**src/verilog/ubef_pkg.sv**
```systemverilog
// Package for the USB bus event flag block: offsets, fields, types
package ubef_pkg;

    // ************************************************************
    // Register offsets (chosen, 8-bit register port)
    // ************************************************************
    localparam logic [3:0] UBEF_ADDR_FLAGS   = 4'h0;
    localparam logic [3:0] UBEF_ADDR_SOURCE  = 4'h1;
    localparam logic [3:0] UBEF_ADDR_ENABLE  = 4'h2;
    localparam logic [3:0] UBEF_ADDR_CONTROL = 4'h3;
    localparam logic [3:0] UBEF_ADDR_PRETMR  = 4'h4;
    localparam logic [3:0] UBEF_ADDR_STATUS  = 4'h5;
    localparam logic [3:0] UBEF_ADDR_CLEAR   = 4'h6;
    localparam logic [3:0] UBEF_ADDR_IRQEN   = 4'h7;

    // ************************************************************
    // Flag bit positions
    // ************************************************************
    localparam int UBEF_BIT_BUSRST  = 7;
    localparam int UBEF_BIT_SUSPEND = 6;
    localparam int UBEF_BIT_RESUME  = 5;
    localparam int UBEF_BIT_SOF     = 4;
    localparam int UBEF_BIT_PRESOF  = 3;
    localparam int UBEF_BIT_SETUP   = 2;
    localparam int UBEF_BIT_RSVD    = 1;
    localparam int UBEF_BIT_SETUP_OVERWRITE_FLAG   = 0;

    // Control register fields
    localparam int UBEF_CTL_FRST    = 4;
    localparam int UBEF_CTL_SETUPNR = 1;

    // Status register events (block-level interrupt unit)
    localparam int UBEF_EV_FLAG     = 0;
    localparam int UBEF_EV_STALL    = 1;

    // ************************************************************
    // Reset values and timing
    // ************************************************************
    localparam logic [7:0] UBEF_FLAGS_RST   = 8'h00;
    localparam logic [7:0] UBEF_ENABLE_RST  = 8'h00;
    localparam logic [7:0] UBEF_CONTROL_RST = 8'h00;
    localparam logic [7:0] UBEF_PRETMR_RST  = 8'h00;
    localparam logic [1:0] UBEF_IRQ_RST     = 2'h0;
    // Pre-frame lead time is counted in steps of this many USB clocks
    localparam int         UBEF_PRESOF_STEP = 16;
    localparam logic [3:0] UBEF_STEP_LAST   = 4'(UBEF_PRESOF_STEP - 1);
    // 1 ms frame at 12 MHz USB clock ticks
    localparam logic [13:0] UBEF_FRAME_TICKS = 14'h2EE0;

    // Bus events from the serial engine, one-cycle pulses
    typedef struct packed {
        logic bus_reset;
        logic suspend;
        logic resume;
        logic sof;
        logic setup_rx;
    } ubef_bus_ev_s;

    // Software register port
    typedef struct packed {
        logic [3:0] addr;
        logic [7:0] wdata;
        logic       wr;
        logic       rd;
    } ubef_reg_req_s;

    typedef enum logic [1:0] {
        UBEF_T_IDLE  = 2'b00,
        UBEF_T_COUNT = 2'b01,
        UBEF_T_FIRED = 2'b11
    } ubef_tstate_e;

    typedef struct packed {
        ubef_tstate_e st;
        logic [13:0]  left;
        logic [3:0]   sub;
        logic         fire;
    } ubef_tmr_s;

    typedef struct packed {
        logic [7:0] flags;
        logic [7:0] enable;
        logic [7:0] control;
        logic [7:0] pretmr;
        logic [1:0] irq_stat;
        logic [1:0] irq_en;
        logic [7:0] rdata;
        logic       flag_irq;
        logic       irq;
        logic       stall;
    } ubef_state_s;

endpackage

```
**src/verilog/ubef_event_flags.sv**
```systemverilog
// USB bus event flag register with interrupt source read and enables
//
// Behaviour
// - Setup and overwrite flags ignore source reads
// - Other enabled flags clear on source read
// - Setup while setup flag set sets overwrite
// - Write one clears flag, reset zero
// - Host port reset sets bus-reset flag
// - Module reset keeps bus-reset flag
// - Suspend condition sets suspend flag
// - Resume request sets resume flag
// - SOF packet sets start-of-frame flag
// - Pre-frame flag at multiple of 16
// - Lead time from pre-frame timer register
// - Setup packet received sets setup flag
// - Clearing setup flag clears setup-not-ready
// - Enable bit gates each flag request
// - Function reset clears flags except bus-reset
// - Setup-not-ready answers setup with STALL
//
// Implementation choices: the address-and-strobe port and the register offsets.
`timescale 1ns/1ps
module ubef_event_flags
    import ubef_pkg::*;
(
    input  wire logic          sys_clk,
    input  wire logic          reset_n,
    input  wire logic          por_n,
    input  wire logic          usb_tick,
    input  wire ubef_bus_ev_s  bus_ev,
    input  wire ubef_reg_req_s reg_req,
    output logic [7:0]         reg_rdata,
    output logic               event_irq,
    output logic               block_irq,
    output logic               setup_stall,
    output logic               module_reset_req
);

    // ************************************************************
    // State
    // ************************************************************
    ubef_state_s s_q;
    ubef_state_s s_d;
    logic        busrst_q;
    logic        busrst_d;
    logic        frst_pulse_q;
    logic        presof_pulse;
    logic [7:0]  hw_set;
    logic [7:0]  flags_all;

    assign reg_rdata        = s_q.rdata;
    assign event_irq        = s_q.flag_irq;
    assign block_irq        = s_q.irq;
    assign setup_stall      = s_q.stall;
    assign module_reset_req = frst_pulse_q;

    ubef_presof_timer u_timer (
        .sys_clk      (sys_clk),
        .reset_n      (reset_n),
        .usb_tick     (usb_tick),
        .sof_seen     (bus_ev.sof),
        .lead_steps   (s_q.pretmr),
        .presof_pulse (presof_pulse)
    );

    // ************************************************************
    // Hardware set terms
    // ************************************************************
    always_comb begin
        hw_set = 8'h00;
        hw_set[UBEF_BIT_BUSRST]  = bus_ev.bus_reset;
        hw_set[UBEF_BIT_SUSPEND] = bus_ev.suspend;
        hw_set[UBEF_BIT_RESUME]  = bus_ev.resume;
        hw_set[UBEF_BIT_SOF]     = bus_ev.sof;
        hw_set[UBEF_BIT_PRESOF]  = presof_pulse;
        // setup accepted only while buffer is ready
        hw_set[UBEF_BIT_SETUP]   = bus_ev.setup_rx & ~s_q.control[UBEF_CTL_SETUPNR];
        hw_set[UBEF_BIT_SETUP_OVERWRITE_FLAG]   = bus_ev.setup_rx & s_q.flags[UBEF_BIT_SETUP];
    end

    assign flags_all = {busrst_q, s_q.flags[6:0]};

    // ************************************************************
    // Next state
    // ************************************************************
    always_comb begin
        logic [7:0] clr;
        logic [7:0] fl;
        logic       wr_flags;
        logic       frst;
        logic [1:0] ev;
        clr      = 8'h00;
        fl       = 8'h00;
        wr_flags = 1'b0;
        frst     = 1'b0;
        ev       = 2'h0;
        s_d      = s_q;
        s_d.rdata = 8'h00;
        wr_flags = reg_req.wr && reg_req.addr == UBEF_ADDR_FLAGS;

        if (wr_flags) begin
            clr = reg_req.wdata & ~(8'h01 << UBEF_BIT_RSVD);
        end
        // source read clears the enabled plain event flags
        // setup and overwrite excluded from read clear
        if (reg_req.rd && reg_req.addr == UBEF_ADDR_SOURCE) begin
            clr = clr | (flags_all & s_q.enable
                  & ~((8'h01 << UBEF_BIT_SETUP) | (8'h01 << UBEF_BIT_SETUP_OVERWRITE_FLAG))
                  & ~(8'h01 << UBEF_BIT_RSVD));
        end
        frst = bus_ev.bus_reset & s_q.control[UBEF_CTL_FRST];
        if (frst) begin
            clr = clr | ~(8'h01 << UBEF_BIT_BUSRST) & ~(8'h01 << UBEF_BIT_RSVD);
        end
        // set wins over clear
        // Bus-reset bit comes from its own register so a module reset cannot lose it
        fl = (flags_all & ~clr) | hw_set;
        // Reserved bit is plain storage
        fl[UBEF_BIT_RSVD] = wr_flags ? reg_req.wdata[UBEF_BIT_RSVD] : s_q.flags[UBEF_BIT_RSVD];
        s_d.flags = fl;

        // clearing setup flag frees the buffer
        if (clr[UBEF_BIT_SETUP] && !hw_set[UBEF_BIT_SETUP]) begin
            s_d.control[UBEF_CTL_SETUPNR] = 1'b0;
        end
        if (hw_set[UBEF_BIT_SETUP]) begin
            s_d.control[UBEF_CTL_SETUPNR] = 1'b1;
        end

        if (reg_req.wr) begin
            unique case (reg_req.addr)
                UBEF_ADDR_ENABLE:  s_d.enable = reg_req.wdata;
                UBEF_ADDR_PRETMR:  s_d.pretmr = reg_req.wdata;
                UBEF_ADDR_IRQEN:   s_d.irq_en = reg_req.wdata[1:0];
                UBEF_ADDR_CONTROL: begin
                    // Not-ready bit is write-one-to-set only
                    s_d.control = {reg_req.wdata[7:2],
                                   s_d.control[UBEF_CTL_SETUPNR] | reg_req.wdata[1],
                                   reg_req.wdata[0]};
                end
                default: begin
                end
            endcase
        end

        s_d.stall = bus_ev.setup_rx & s_q.control[UBEF_CTL_SETUPNR];

        // Block-level sticky status; set beats the clear register
        ev[UBEF_EV_FLAG]  = |(hw_set & s_q.enable);
        ev[UBEF_EV_STALL] = bus_ev.setup_rx & s_q.control[UBEF_CTL_SETUPNR];
        if (reg_req.wr && reg_req.addr == UBEF_ADDR_CLEAR) begin
            s_d.irq_stat = (s_q.irq_stat & ~reg_req.wdata[1:0]) | ev;
        end else begin
            s_d.irq_stat = s_q.irq_stat | ev;
        end

        s_d.flag_irq = |({busrst_d, s_d.flags[6:0]} & s_d.enable
                         & ~(8'h01 << UBEF_BIT_RSVD));
        s_d.irq      = |(s_d.irq_stat & s_d.irq_en);

        if (reg_req.rd) begin
            unique case (reg_req.addr)
                UBEF_ADDR_FLAGS:   s_d.rdata = flags_all;
                UBEF_ADDR_SOURCE:  s_d.rdata = flags_all & s_q.enable;
                UBEF_ADDR_ENABLE:  s_d.rdata = s_q.enable;
                UBEF_ADDR_CONTROL: s_d.rdata = s_q.control;
                UBEF_ADDR_PRETMR:  s_d.rdata = s_q.pretmr;
                UBEF_ADDR_STATUS:  s_d.rdata = {6'h00, s_q.irq_stat};
                UBEF_ADDR_IRQEN:   s_d.rdata = {6'h00, s_q.irq_en};
                default:           s_d.rdata = 8'h00;
            endcase
        end
    end

    // bus-reset flag lives outside the module reset
    always_comb begin
        busrst_d = s_d.flags[UBEF_BIT_BUSRST];
    end

    // ************************************************************
    // Registers
    // ************************************************************
    always_ff @(posedge sys_clk or negedge reset_n) begin
        if (!reset_n) begin
            s_q <= '{flags: UBEF_FLAGS_RST, enable: UBEF_ENABLE_RST,
                     control: UBEF_CONTROL_RST, pretmr: UBEF_PRETMR_RST,
                     irq_stat: UBEF_IRQ_RST, irq_en: UBEF_IRQ_RST,
                     rdata: 8'h00, flag_irq: 1'b0, irq: 1'b0, stall: 1'b0};
            frst_pulse_q <= 1'b0;
        end else begin
            s_q          <= s_d;
            frst_pulse_q <= bus_ev.bus_reset & s_q.control[UBEF_CTL_FRST];
        end
    end

    // Of the two resets, only the power-on reset clears the bus-reset flag
    always_ff @(posedge sys_clk or negedge por_n) begin
        if (!por_n) begin
            busrst_q <= 1'b0;
        end else begin
            busrst_q <= busrst_d;
        end
    end

endmodule

```
**src/verilog/ubef_presof_timer.sv**
```systemverilog
// Pre-frame timer: pulses a programmed multiple of 16 ticks before SOF
`timescale 1ns/1ps
module ubef_presof_timer
    import ubef_pkg::*;
(
    input  wire logic       sys_clk,
    input  wire logic       reset_n,
    input  wire logic       usb_tick,
    input  wire logic       sof_seen,
    input  wire logic [7:0] lead_steps,
    output logic            presof_pulse
);

    ubef_tmr_s s_q;
    ubef_tmr_s s_d;

    assign presof_pulse = s_q.fire;

    always_comb begin
        s_d      = s_q;
        s_d.fire = 1'b0;
        if (sof_seen) begin
            // Each SOF restarts the frame count; a zero lead disables the event
            s_d.left = UBEF_FRAME_TICKS;
            s_d.sub  = 4'h0;
            s_d.st   = (lead_steps == 8'h00) ? UBEF_T_IDLE : UBEF_T_COUNT;
        end else if (usb_tick) begin
            unique case (s_q.st)
                UBEF_T_IDLE: begin
                end
                UBEF_T_COUNT: begin
                    if (s_q.left != 14'h0000) begin
                        s_d.left = s_q.left - 14'h0001;
                    end
                    s_d.sub = s_q.sub + 4'h1;
                    if (s_q.sub == UBEF_STEP_LAST
                        && s_q.left[13:4] <= {2'b00, lead_steps}) begin
                        s_d.fire = 1'b1;
                        s_d.st   = UBEF_T_FIRED;
                    end
                end
                UBEF_T_FIRED: begin
                end
                default: s_d.st = UBEF_T_IDLE;
            endcase
        end
    end

    always_ff @(posedge sys_clk or negedge reset_n) begin
        if (!reset_n) begin
            s_q <= '{st: UBEF_T_IDLE, left: 14'h0000, sub: 4'h0, fire: 1'b0};
        end else begin
            s_q <= s_d;
        end
    end

endmodule
```
**config.mk**
```make
export PLATFORM = sky130hd
export DESIGN_NAME = ubef_event_flags
export DESIGN_NICKNAME = d
export VERILOG_FILES = /design/src/verilog/ubef_pkg.sv /design/src/verilog/ubef_event_flags.sv /design/src/verilog/ubef_presof_timer.sv
export SDC_FILE = /design/constraint.sdc
export NUM_CORES = 1
export LEC_CHECK = 0
export ABC_AREA = 1
export ABC_CLOCK_PERIOD_IN_PS = 1800
export BUFFER_PORTS_ARGS = -buffer_cell sky130_fd_sc_hd__buf_2
export CAP_MARGIN = 40
export CORE_AREA = 2 2 76 92
export DETAILED_ROUTE_END_ITERATION = 6
export DIE_AREA = 0 0 78 94
export PLACE_DENSITY = 0.77
export SLEW_MARGIN = 0
export SYNTH_ARGS = -nofsm -noshare
export SYNTH_HDL_FRONTEND = slang
export SYNTH_SLANG_ARGS = --single-unit
```
**constraint.sdc**
```tcl
create_clock -name sys_clk -period 1.8 [get_ports sys_clk]
set_clock_uncertainty 0.1 [all_clocks]
set_input_delay 0 -clock sys_clk [delete_from_list [all_inputs] [get_ports sys_clk]]
set_output_delay 0 -clock sys_clk [all_outputs]
set_load 0.02 [all_outputs]
```
---- After elaboration in Yosys (flattened, before gate mapping) ----
Cells that the tools add are included.
storage, ports and cells
  bits in registers ....................... 69
  output and inout port bits .............. 12
cells by class
  add/sub/neg operators ................... 2
  order comparisons ....................... 1
  equality and inequality tests ........... 12
  multiplexer cells ....................... 24
  bitwise operators ....................... 18
  reduce and logical (&&, ||, !) cells .... 22
operators by type and width
  cell                     count
  $pmux W8 S7              1
  $mux W8                  6
  $and A8 B8 Y8            4
  $mux W24                 1
  $mux W21                 1
  $mux W20                 1
  $mux W19                 1
  $eq A4 B3 Y1 const B     4
  $or A8 B8 Y8             2
  $mux W14                 1
  $reduce_bool A14 Y1      1
  $sub A14 B1 Y14 const B  1
  $le A10 B8 Y1            1
  $eq A4 B2 Y1 const B     2
  $logic_not A8 Y1         1
  $mux W2                  4
  $not A8 Y8               1
  $reduce_or A8 Y1         1
  $mux W7                  1
  $reduce_or A7 Y1         1
  $mux W1                  6
  $reduce_and A2 Y1        3
  $reduce_and A3 Y1        2
  $reduce_bool A2 Y1       3
  19 further kinds         29

---- Logic depth before layout (Yosys ltp) ----
Gate-level depths: netlist of the first run.
  depth in word-level cells ............... 14
  gate-level depth with buffers ........... 14
  depth with buffers taken out ............ 14

---- Cells and area by module ----
Synthesis of the first run repeated with hierarchy kept, for this count alone.
unflattened totals
  cells, all modules ...................... 492
  area total of the unflattened synthesis .. 3843.7 um2
by module, submodules not included
  module             times used  cells an instance  area an instance (um2)  seq. area each (um2)
  ubef_event_flags   1           293                2332.2                  1201.2
  ubef_presof_timer  1           199                1511.4                  525.5

---- Least setup slack after synthesis of the first run ----
Ideal clock, no wire load.
  kind .................................... flip-flop to flip-flop
  start point ............................. register u_timer.s_q[5] (netlist name)
  end point ............................... register u_timer.s_q[11] (netlist name)
  setup time .............................. 119 ps
  data arrival time ....................... 1359 ps
  required time ........................... 1581 ps
  slack ................................... 222 ps
  cell stages (with the launch flop) ...... 10
  clock period less this slack ............ 1578 ps
  cells stage by stage .................... dfrtp_1 > inv_1 > ha_1 > nand2_1 > nor3_1 > nand2_1 > nand2_2 > inv_1 > o22ai_1 > inv_1
between the ends
  cells in the longest elaborated chain, start to end .. 5
  elaborated cells between the ends (all ways) .. 8
  classes of those cells .................. add/sub: 1; mux: 4; reduce/logical: 3
ends and longest elaborated chain
  what                    RTL line                 source
  start, declared         ubef_presof_timer.sv:14  ubef_tmr_s s_q;
  start signal, assigned  ubef_presof_timer.sv:51  s_q <= '{st: UBEF_T_IDLE, left: 14'h0000, sub: 4'h0, fire: 1'b0};
  $sub A14 B1 Y14         ubef_presof_timer.sv:33  s_d.left = s_q.left - 14'h0001;
  $mux W14                ubef_presof_timer.sv:32  if (s_q.left != 14'h0000) begin
  $mux W19                ubef_presof_timer.sv:28  unique case (s_q.st)
  $mux W21                ubef_presof_timer.sv:27  end else if (usb_tick) begin
  $mux W20                ubef_presof_timer.sv:22  if (sof_seen) begin
Parallel ways exist; a longest one is shown, timed or not. The select of a mux whose other input is x is not followed.
A chain may end at the register's enable or synchronous reset.

---- Worst setup path after layout of the first run ----
  start point ............................. register u_timer.s_q[14] (netlist name)
  end point ............................... register u_timer.s_q[8] (netlist name)
between the ends
  cells in the longest elaborated chain, start to end .. 3
ends and longest elaborated chain
  what                          RTL line
  $reduce_bool A14 Y1           ubef_presof_timer.sv:32
  $reduce_bool A2 Y1 (no line)  --
  $reduce_and A3 Y1 (no line)   --
No other way between the ends.

==> results.json, run 1 <==
{
  "status": "completed",
  "most_frequently_used_flop_master_after_synthesis": "dfrtp_1",
  "cp_data_required_time_ns": 1.95,
  "cts.reportedPaths.clkPinSlew_ns": 0.08,
  "maxClockFrequency_mhz": 576.9,
  "drt_iter0_drc": 179,
  "gpl.final_weighted_congestion": 0.9374,
  "antenna_found_initial": 0,
  "timing.final.crit_share_pct": 96.31,
  "hpwl_um": 6976,
  "syn_area_sq_um": 3671,
  "critical_path.endpoint_type": "register",
  "start_util_pct": 57.30,
  "use_met2_pct": 51.22,
  "synth_nets": 507,
  "postSynthCellCount": 472,
  "timing.critical_path.slowest_cell_delay_ns": 0.46,
  "synthArstFlopShare_pct": 100.0,
  "number_of_flops_mapped_to_enable_cells_by_yosys": 0,
  "placement_rows": 32,
  "antenna-diode-count": 0,
  "final.hold.worst_slack_ns": 0.01310,
  "ys_warn_count": 0,
  "worstSetupStartpointType": "register",
  "cap_viol_max_count": 0,
  "worst-r2r-cell-count": 10,
  "core_area_sq_um": 6406,
  "timing.final.setup_violations": 0,
  "area_of_the_die_sq_um": 7332,
  "synth.distinct_cells": 36,
  "period_needed_ns": 1.733,
  "clockBufferDepth": 2,
  "utilization_pct": 70.90,
  "floorplan.io_pins": 35,
  "cellPowerDensity_nw_per_um2": 1033,
  "post_route_cells_drive_above_1_share_pct": 19.24,
  "worst_pin_slew_ns": 0.5727,
  "grt_max_degree": 28,
  "wl_per_cell_um": 15.90,
  "met3_usage_pct": 3.846,
  "grt_pass1_vias": 3542,
  "cts_buffers": 9,
  "timing.critical_path.fanout_max": 7,
  "syn_area_per_cell_sq_um": 7.778,
  "whs_path_depth": 5,
  "busiest_layer": "met2",
  "cellLeakagePower_nw": 2.204,
  "avgViaCountPerCell": 5.588,
  "ant_nets": 0,
  "seq_area_sq_um": 1729,
  "globalRouteTotalUtil_pct": 28.69,
  "report.final.hold_viol_count": 0,
  "timing.final.ws_setup_ns": 0.06650,
  "nNetsFinal": 581,
  "h-tree-depth": 3,
  "synth.yosys.seq_area_share_pct": 47.03,
  "hp-class": "primary input to register",
  "cp.arrival_ns": 1.88,
  "grt_pass1_wl_um": 16220,
  "dieHeight_um": 94,
  "critical-path-slowest-cell": "dfrtp_2",
  "global_route.usage.met1_pct": 32.34,
  "critical_path.most_common_cell": "nand2_1",
  "dr_vias": 3554,
  "cts_root_buf": "clkbuf_8",
  "floorplan.die.width_um": 78,
  "crit_path_cell_trace": "buf_4 > nor2_1 > nand2_1 > nor2_4 > nand2_1 > nand2_2 > buf_6 > o21ai_0 > nand2_1 > nor2_1",
  "timing.setup.critical_path_class": "register to register",
  "clock_tree_from_tritoncts": "built",
  "clock_sinks": 69,
  "count_of_buffers_from_port_buffering": 34,
  "postSynthRegisterBits": 69,
  "grt_remaining_overflow": 0,
  "clk-insertion-delay-late_ns": 0.36,
  "multi_input_area_sq_um": 1700,
  "num-fill-cells": 505,
  "detail_route.drc_violations": 0,
  "final-max-slew-violation-count": 0,
  "peakVddDrop_mv": 0.7718,
  "reg_to_reg_slack_setup_ns": 0.07,
  "dp_worst_setup_slack_ns": 0.04721,
  "area_growth_pct": 23.72,
  "route.final.wire_length_um": 10110,
  "maxSlewHeadroom_pct": 61.47,
  "first_pass_iters": 7
}
flip-flops by register name, indices dropped and copies added, names as in the netlist, named ones only:
name                  flops
s_q                      27
u_timer.s_q              20
reg_rdata                 8
flags_all                 6
block_irq                 1
busrst_q                  1
event_irq                 1
module_reset_req          1
setup_stall               1
u_timer.presof_pulse      1
cells in the mapped netlist, types with 2 or more instances:
cell	number	area share, %
xor2_1	2	0.48
dfrtp_1	69	47
buf_2	2	0.27
nand2_2	5	0.85
o21ai_1	5	0.68
o21ai_0	40	5.5
nand3b_1	2	0.41
buf_4	8	1.6
inv_2	2	0.20
a22oi_1	3	0.61
ha_1	12	4.1
nand4_1	5	0.85
nor3_1	10	1.4
inv_1	62	6.3
o21bai_1	2	0.41
a21oi_1	13	1.8
xnor2_1	2	0.48
nor2_1	49	5.0
nand3_1	25	3.4
nand2_1	127	13
nor4_1	3	0.51
nor2_4	2	0.61
o22ai_1	4	0.68
a211oi_1	2	0.41
a221oi_1	5	1.2
worst max-delay path, delay by kind of cell (launching register included):
| family | cells | cell delay (ns) |
|---|---|---|
| AOI/OAI and AO/OA | 1 | 0.08 |
| and+or+nand+nor | 7 | 0.71 |
| DFF | 1 | 0.46 |
| buffers and inverters | 2 | 0.29 |
cells by family (layout without fill, tap and decap cells):
kind of cell	Yosys count	after routing	share of synthesized area, %
simple gates	231	231	26.69
compound gates	79	79	12.27
buf+inv	77	156	8.964
flops	69	69	47.03
fa+ha+maj	12	12	4.090
xor+xnor	4	4	0.9545
per-stage QoR:
step	total power (W)	setup TNS (ns)	std cells	area (sq um)
global placement	0.003195	0	590	3958
floorplan	0.002839	0	472	3671
CTS	0.004560	0	632	4417
detailed placement	0.003246	0	590	3958
finish	0.004693	0	636	4542
global route	0.004945	-0.4575	636	4542
power breakdown:
part / switching (W) / total, W / internal (W)
sequential: 0.000242 / 0.00207 / 0.00183
clock: 0.000648 / 0.00129 / 0.000643
combinational: 0.000831 / 0.00133 / 0.000502
layout by cell type (no fill, tap or decap), drive strengths merged, types with 5 or more instances in the layout:
master,Yosys,final
nor2,52,52
nand2,133,133
o21ai,46,46
dlygate4sd3,0,26
inv,64,65
nor3,10,10
ha,12,12
buf,11,49
a21oi,13,13
clkbuf,1,9
a221oi,5,5
nand4,5,5
dfrtp,69,69
nand3,25,25
final cells by class:
| class | count | share of cell area, % |
|---|---|---|
| well taps | 85 | 2.342 |
| clock inverters | 7 | 1.653 |
| inverters | 65 | 5.455 |
| flip-flops and latches | 69 | 38.07 |
| clock buffers | 9 | 2.727 |
| repair buffers | 75 | 12.31 |
| multi-input cells | 326 | 37.44 |
final timing paths:
kind / from / endpoint
setup / recovery: u_timer.s_q[14] / u_timer.s_q[8]
setup reg to reg: u_timer.s_q[14] / u_timer.s_q[8]
hold / removal: reg_req[10] / s_q[14]
hold reg to reg: s_q[22] / s_q[22]
min in group asynchronous: reset_n / setup_stall
max in group asynchronous: reset_n / u_timer.s_q[5]
repair_timing:
action / CTS / global route
endpoints found under the hold margin: 117 / 0
hold buffers: 26 / 0
setup buffers: 0 / 4
resized for setup: 0 / 31
endpoints found under the setup margin: 0 / 17
per-layer routing:
| metal | up-vias | wire (um) |
|---|---|---|
| met1 | 1692 | 3897 |
| met4 | 0 | 466 |
| li1 | 1676 | - |
| met5 | - | 0 |
| met3 | 37 | 583 |
| met2 | 149 | 5164 |
(Power assumes the default switching activity.)
==> run 2: changes to the inputs <==
--- a/config.mk
+++ b/config.mk
@@ -9,9 +9,9 @@
 export ABC_CLOCK_PERIOD_IN_PS = 1800
 export BUFFER_PORTS_ARGS = -buffer_cell sky130_fd_sc_hd__buf_2
 export CAP_MARGIN = 40
-export CORE_AREA = 2 2 76 92
+export CORE_AREA = 4 4 78 94
 export DETAILED_ROUTE_END_ITERATION = 6
-export DIE_AREA = 0 0 78 94
+export DIE_AREA = 0 0 82 98
 export PLACE_DENSITY = 0.77
 export SLEW_MARGIN = 0
 export SYNTH_ARGS = -nofsm -noshare
==> run 2 against run 1 <==
  * Die area grew 9.6%
  * Worst hold slack gained 0.0025 ns
  * Global-route usage shrank 3.4 points
  * Combinational power is essentially flat
  * Critical endpoint is now busrst_q
  * Largest power group unchanged
==> results.json, run 2 (synthesis results as in run 1) <==
{
  "core_area_sq_um": 6406,
  "power_switching_share_pct": 35.38,
  "clk-insertion-delay-late_ns": 0.35,
  "count_of_buffers_from_port_buffering": 34,
  "switchingPower_w": 0.001579,
  "ant_nets": 0,
  "dieHeight_um": 98,
  "wl_per_cell_um": 15.30,
  "critical_path.endpoint_type": "register",
  "power.share.sequential_pct": 46.4,
  "clock_tree_from_tritoncts": "built",
  "hpwl_um": 6808,
  "largest_reg_flops": 27,
  "status": "completed",
  "area_of_the_die_sq_um": 8036,
  "globalRouteTotalUtil_pct": 25.25,
  "final_common_cell": "nand2_1",
  "cellPowerDensity_nw_per_um2": 997.8,
  "cts_buffers": 9,
  "clockBufferDepth": 2,
  "gpl.final_weighted_congestion": 0.9328,
  "power.internal_w": 0.002885,
  "cts_root_buf": "clkbuf_8",
  "cellLeakagePower_nw": 2.199,
  "start_util_pct": 57.30,
  "maxSlewHeadroom_pct": 62.87,
  "detail_route.drc_violations": 0,
  "grt_max_degree": 69,
  "grt_pass1_vias": 3381,
  "grt_remaining_overflow": 0,
  "clock_sinks": 69,
  "reg_to_reg_slack_setup_ns": 0.05,
  "largest_register": "s_q",
  "placement_rows": 32,
  "cp_data_required_time_ns": 1.93,
  "worst_pin_slew_ns": 0.5519,
  "utilization_pct": 69.84,
  "hp-class": "primary input to register",
  "timing.final.setup_violations": 0,
  "nNetsFinal": 581,
  "avgViaCountPerCell": 5.530,
  "grt_pass1_wl_um": 15640,
  "drt_iter0_drc": 288,
  "power.clock.fraction_pct": 24.5,
  "layoutNonFillerInstCount": 634,
  "route.final.wire_length_um": 9699,
  "peakVddDrop_mv": 0.7685,
  "report.final.hold_viol_count": 0,
  "cp.arrival_ns": 1.88,
  "antenna_found_initial": 0,
  "timing.critical_path.fanout_max": 7,
  "worstSetupStartpointType": "primary input",
  "final-max-slew-violation-count": 0,
  "post_route_cells_drive_above_1_share_pct": 17.85,
  "floorplan.die.width_um": 82,
  "cts.reportedPaths.clkPinSlew_ns": 0.07,
  "dr_vias": 3506,
  "timing.setup.critical_path_class": "primary input to register",
  "cap_viol_max_count": 0,
  "area_growth_pct": 21.88,
  "pwr-share-comb_pct": 29.1,
  "dpl.cell_count": 588,
  "h-tree-depth": 3,
  "period_needed_ns": 1.752,
  "antenna-diode-count": 0,
  "final_cell_mix": "nand2_1, dfrtp_1, inv_1",
  "design_power_total_w": 0.004464,
  "maxClockFrequency_mhz": 570.8,
  "first_pass_iters": 5,
  "timing.final.crit_share_pct": 97.33,
  "floorplan.io_pins": 35
}
==> run 2: cell count changes in the layout (fill, tap and decap cells not counted), sizes merged <==
| cell | delta |
|---|---|
| inv | -1 |
| buf | +1 |
| clkbuf | +3 |
| bufinv | -1 |
| dlygate4sd3 | -1 |
| clkinvlp | -3 |
==> run 2: repair_timing <==
| action | in CTS | in global routing |
|---|---|---|
| hold buffers | 25 | 0 |
| gates resized for setup | 0 | 25 |
| endpoints found under the setup margin | 0 | 15 |
| buffers inserted | 0 | 7 |
| endpoints found under the hold margin | 115 | 0 |
==> run 2: layout make-up <==
type / instances / area (sq um)
fill: 530 / 1932
sequential: 69 / 1732
multi-input combinational: 326 / 1670
timing repair buffer: 75 / 553.0
inverter: 65 / 247.7
clock buffer: 12 / 155.1
tap: 85 / 106.4
clock inverter: 2 / 10.01
==> run 2: stage by stage <==
step                setup WS (ns)  area [sq um]   TNS, ns  hold slack [ns]
detailed placement        0.06795          3943         0          -0.3182
CTS                       0.05648          4358         0          0.01099
floorplan                  0.2219          3671         0          -0.3956
global placement           0.1316          3943         0          -0.3193
global route             -0.02785          4474  -0.05126          0.03133
finish                    0.04799          4474         0          0.01559
==> run 2: path summary, 6_finish.rpt <==
| kind | end | startpoint | cells after the start |
|---|---|---|---|
| max | busrst_q | reg_req[0] | 6 |
| min | s_q[14] | reg_req[1] | 4 |
| max reg2reg | u_timer.s_q[19] | s_q[22] | 11 |
| min reg2reg | s_q[30] | s_q[30] | 2 |
| max in group asynchronous | busrst_q | por_n | 3 |
| min in group asynchronous | block_irq | reset_n | 3 |
==> run 2: critical path: stages <==
cell	delay [ns]
dlygate4sd3_1	0.52
buf_2	0.17
clkinvlp_4	0.19
nor3_1	0.28
o21bai_1	0.15
dlygate4sd3_1	0.57
==> run 2: power groups by stage <==
stage          Sequential (W)  Clock (W)  Combinational (W)
2_1_floorplan         0.00203          0           0.000806
3_3_place_gp          0.00206          0            0.00113
3_5_place_dp          0.00207          0            0.00117
4_1_cts               0.00204    0.00111            0.00122
5_1_grt               0.00210    0.00118            0.00149
6_report              0.00207    0.00110            0.00130
==> run 2: layer usage <==
layer	global-route usage [%]	part of all wire (%)	up-vias
li1	-	-	1677
met1	30.07	40	1652
met2	42.25	50	135
met3	3.875	4.9	42
met4	14.58	5.5	0
met5	0	0	-
==> run 3: changes to the inputs <==
--- a/config.mk
+++ b/config.mk
@@ -12,6 +12,7 @@
 export CORE_AREA = 4 4 78 94
 export DETAILED_ROUTE_END_ITERATION = 6
 export DIE_AREA = 0 0 82 98
+export GPL_TIMING_DRIVEN = 0
 export PLACE_DENSITY = 0.77
 export SLEW_MARGIN = 0
 export SYNTH_ARGS = -nofsm -noshare
==> run 3 against run 2 <==
  * Sequential share of layout area is 2.1 points lower
  * Setup slack worse by 0.039 ns
  * Die area stayed put
  * First-iteration DRC count is 4.5% higher
  * Routed wire length is 6.1% higher
  * Core utilization is 4.1 points higher
  * Critical endpoint is now u_timer.s_q[16]
==> results.json, run 3 (synthesis results as in run 1) <==
{
  "status": "completed",
  "num-fill-cells": 480,
  "worst-r2r-cell-count": 9,
  "critical_path.most_common_cell": "nor2_1",
  "route.final.wire_length_um": 10290,
  "final_common_cell": "nand2_1",
  "clock_sinks": 69,
  "antenna-diode-count": 0,
  "cts.reportedPaths.clkPinSlew_ns": 0.08,
  "crit_path_cell_trace": "nor2_1 > nand2_1 > nor2_4 > nand2_2 > nand2_4 > clkinvlp_4 > buf_4 > nor2_1 > a31oi_1",
  "dr_vias": 3615,
  "report.final.hold_viol_count": 0,
  "nNetsFinal": 601,
  "cp.arrival_ns": 1.92,
  "detail_route.drc_violations": 0,
  "h-tree-depth": 3,
  "clk-insertion-delay-late_ns": 0.36,
  "cap_viol_max_count": 0,
  "final-max-slew-violation-count": 0,
  "cellLeakagePower_nw": 2.328,
  "postLayoutCellArea_sq_um": 4738,
  "largest_reg_flops": 27,
  "timing.setup.critical_path_class": "register to register",
  "multi_input_area_sq_um": 1725,
  "seq_area_sq_um": 1733,
  "timing.critical_path.slowest_cell_delay_ns": 0.45,
  "peakVddDrop_mv": 0.9390,
  "area_of_the_die_sq_um": 8036,
  "worstSetupStartpointType": "register",
  "floorplan.io_pins": 35,
  "grt_remaining_overflow": 0,
  "grt_setup_unrepaired": "yes",
  "first_pass_iters": 5,
  "grt_pass1_wl_um": 16080,
  "cp_data_required_time_ns": 1.93,
  "clock_tree_from_tritoncts": "built",
  "critical_path.endpoint_type": "register",
  "post_route_cells_drive_above_1_share_pct": 23.29,
  "dp_worst_setup_slack_ns": -0.06611,
  "placement_rows": 32,
  "hpwl_um": 6859,
  "gpl.final_weighted_congestion": 0.9203,
  "grt_pass1_vias": 3497,
  "antenna_found_initial": 0,
  "floorplan.die.width_um": 82,
  "worst_pin_slew_ns": 0.5712,
  "dpl.cell_count": 592,
  "dieHeight_um": 98,
  "cellPowerDensity_nw_per_um2": 1034,
  "ant_nets": 0,
  "timing.final.setup_violations": 0,
  "timing.final.crit_share_pct": 99.48,
  "layoutNonFillerInstCount": 656,
  "globalRouteTotalUtil_pct": 26.32,
  "cts_buffers": 9,
  "wl_per_cell_um": 15.69,
  "maxClockFrequency_mhz": 558.4,
  "grt_max_degree": 39,
  "cts_root_buf": "clkbuf_8",
  "dpl-instance-area_sq_um": 3970,
  "maxSlewHeadroom_pct": 61.57,
  "final_cell_mix": "nand2_1, dfrtp_1, inv_1",
  "count_of_buffers_from_port_buffering": 34,
  "period_needed_ns": 1.791,
  "timing.critical_path.fanout_max": 7,
  "area_growth_pct": 29.07,
  "core_area_sq_um": 6406,
  "avgViaCountPerCell": 5.511,
  "hp-class": "primary input to async pin",
  "timing.final.ws_setup_ns": 0.009294,
  "final.hold.worst_slack_ns": 0.005755,
  "drt_iter0_drc": 301,
  "clockBufferDepth": 2,
  "largest_register": "s_q",
  "critical-path-slowest-cell": "dfrtp_2",
  "start_util_pct": 57.30
}
## run 3: cell types whose count changed in the layout (fill, tap and decap cells not counted), sizes merged
cell | before | now
clkinv | 2 | 3
buf | 50 | 70
inv | 64 | 63
clkinvlp | 1 | 3
clkbuf | 12 | 11
bufinv | 0 | 2
dlygate4sd3 | 25 | 24
## run 3: worst paths after layout
kind	startpoint	end	slack (ns)
worst max-delay path	u_timer.s_q[12]	u_timer.s_q[16]	0.009
worst min-delay path	reset_n	block_irq	0.006
worst max register to register	u_timer.s_q[12]	u_timer.s_q[16]	0.009
worst min register to register	u_timer.s_q[20]	u_timer.s_q[20]	0.37
max in group asynchronous	reset_n	u_timer.s_q[12]	1.03
min in group sys_clk	reg_req[13]	s_q[12]	0.01
## run 3: critical path, delay by kind of cell, from the launching register on
kind | cells | cell delay [ns]
AOI/OAI and AO/OA | 1 | 0.05
and+or+nand+nor | 6 | 0.78
DFF | 1 | 0.45
buffers and inverters | 2 | 0.29
## run 3: per-stage QoR
stage                     util, %  power [W]   TNS, ns
after floorplan                 -   0.002839         0
after global placement      61.62   0.003155  -0.04788
after detailed placement    61.97   0.003220   -0.1952
after CTS                   69.67   0.004682         0
after global routing        73.96   0.005194   -0.5839
final                       73.96   0.004901         0
## run 3: final cells by class
cell class | count | share of cell area, %
Clock buffer | 10 | 2.905
Inverter | 65 | 5.308
Clock inverter | 6 | 1.822
Tap cell | 85 | 2.245
Sequential cell | 69 | 36.57
Timing Repair Buffer | 83 | 12.94
Multi-Input combinational cell | 326 | 36.41
Buffer | 12 | 1.796
## run 3: where the power goes
| part | switching [W] | total [W] | internal (W) | leakage [nW] |
|---|---|---|---|---|
| registers | 0.000231 | 0.00206 | 0.00183 | 0.831 |
| logic | 0.000861 | 0.00142 | 0.000561 | 1.39 |
| clock network | 0.000602 | 0.00142 | 0.000815 | 0.112 |
## run 3: layer usage
layer / up-vias / routed length [um] / GRT usage [%]
li1: 1716 / - / -
met1: 1695 / 3859 / 29.32
met5: - / 0 / 0
met3: 44 / 562 / 4.428
met2: 160 / 5334 / 45.49
met4: 0 / 534 / 15.98
## run 3: what timing repair did
item	CTS	global route
pin swaps	0	4
buffers inserted	2	22
hold buffers	24	0
resized for setup	5	34
setup endpoints to repair	9	16
endpoints found under the hold margin	121	0
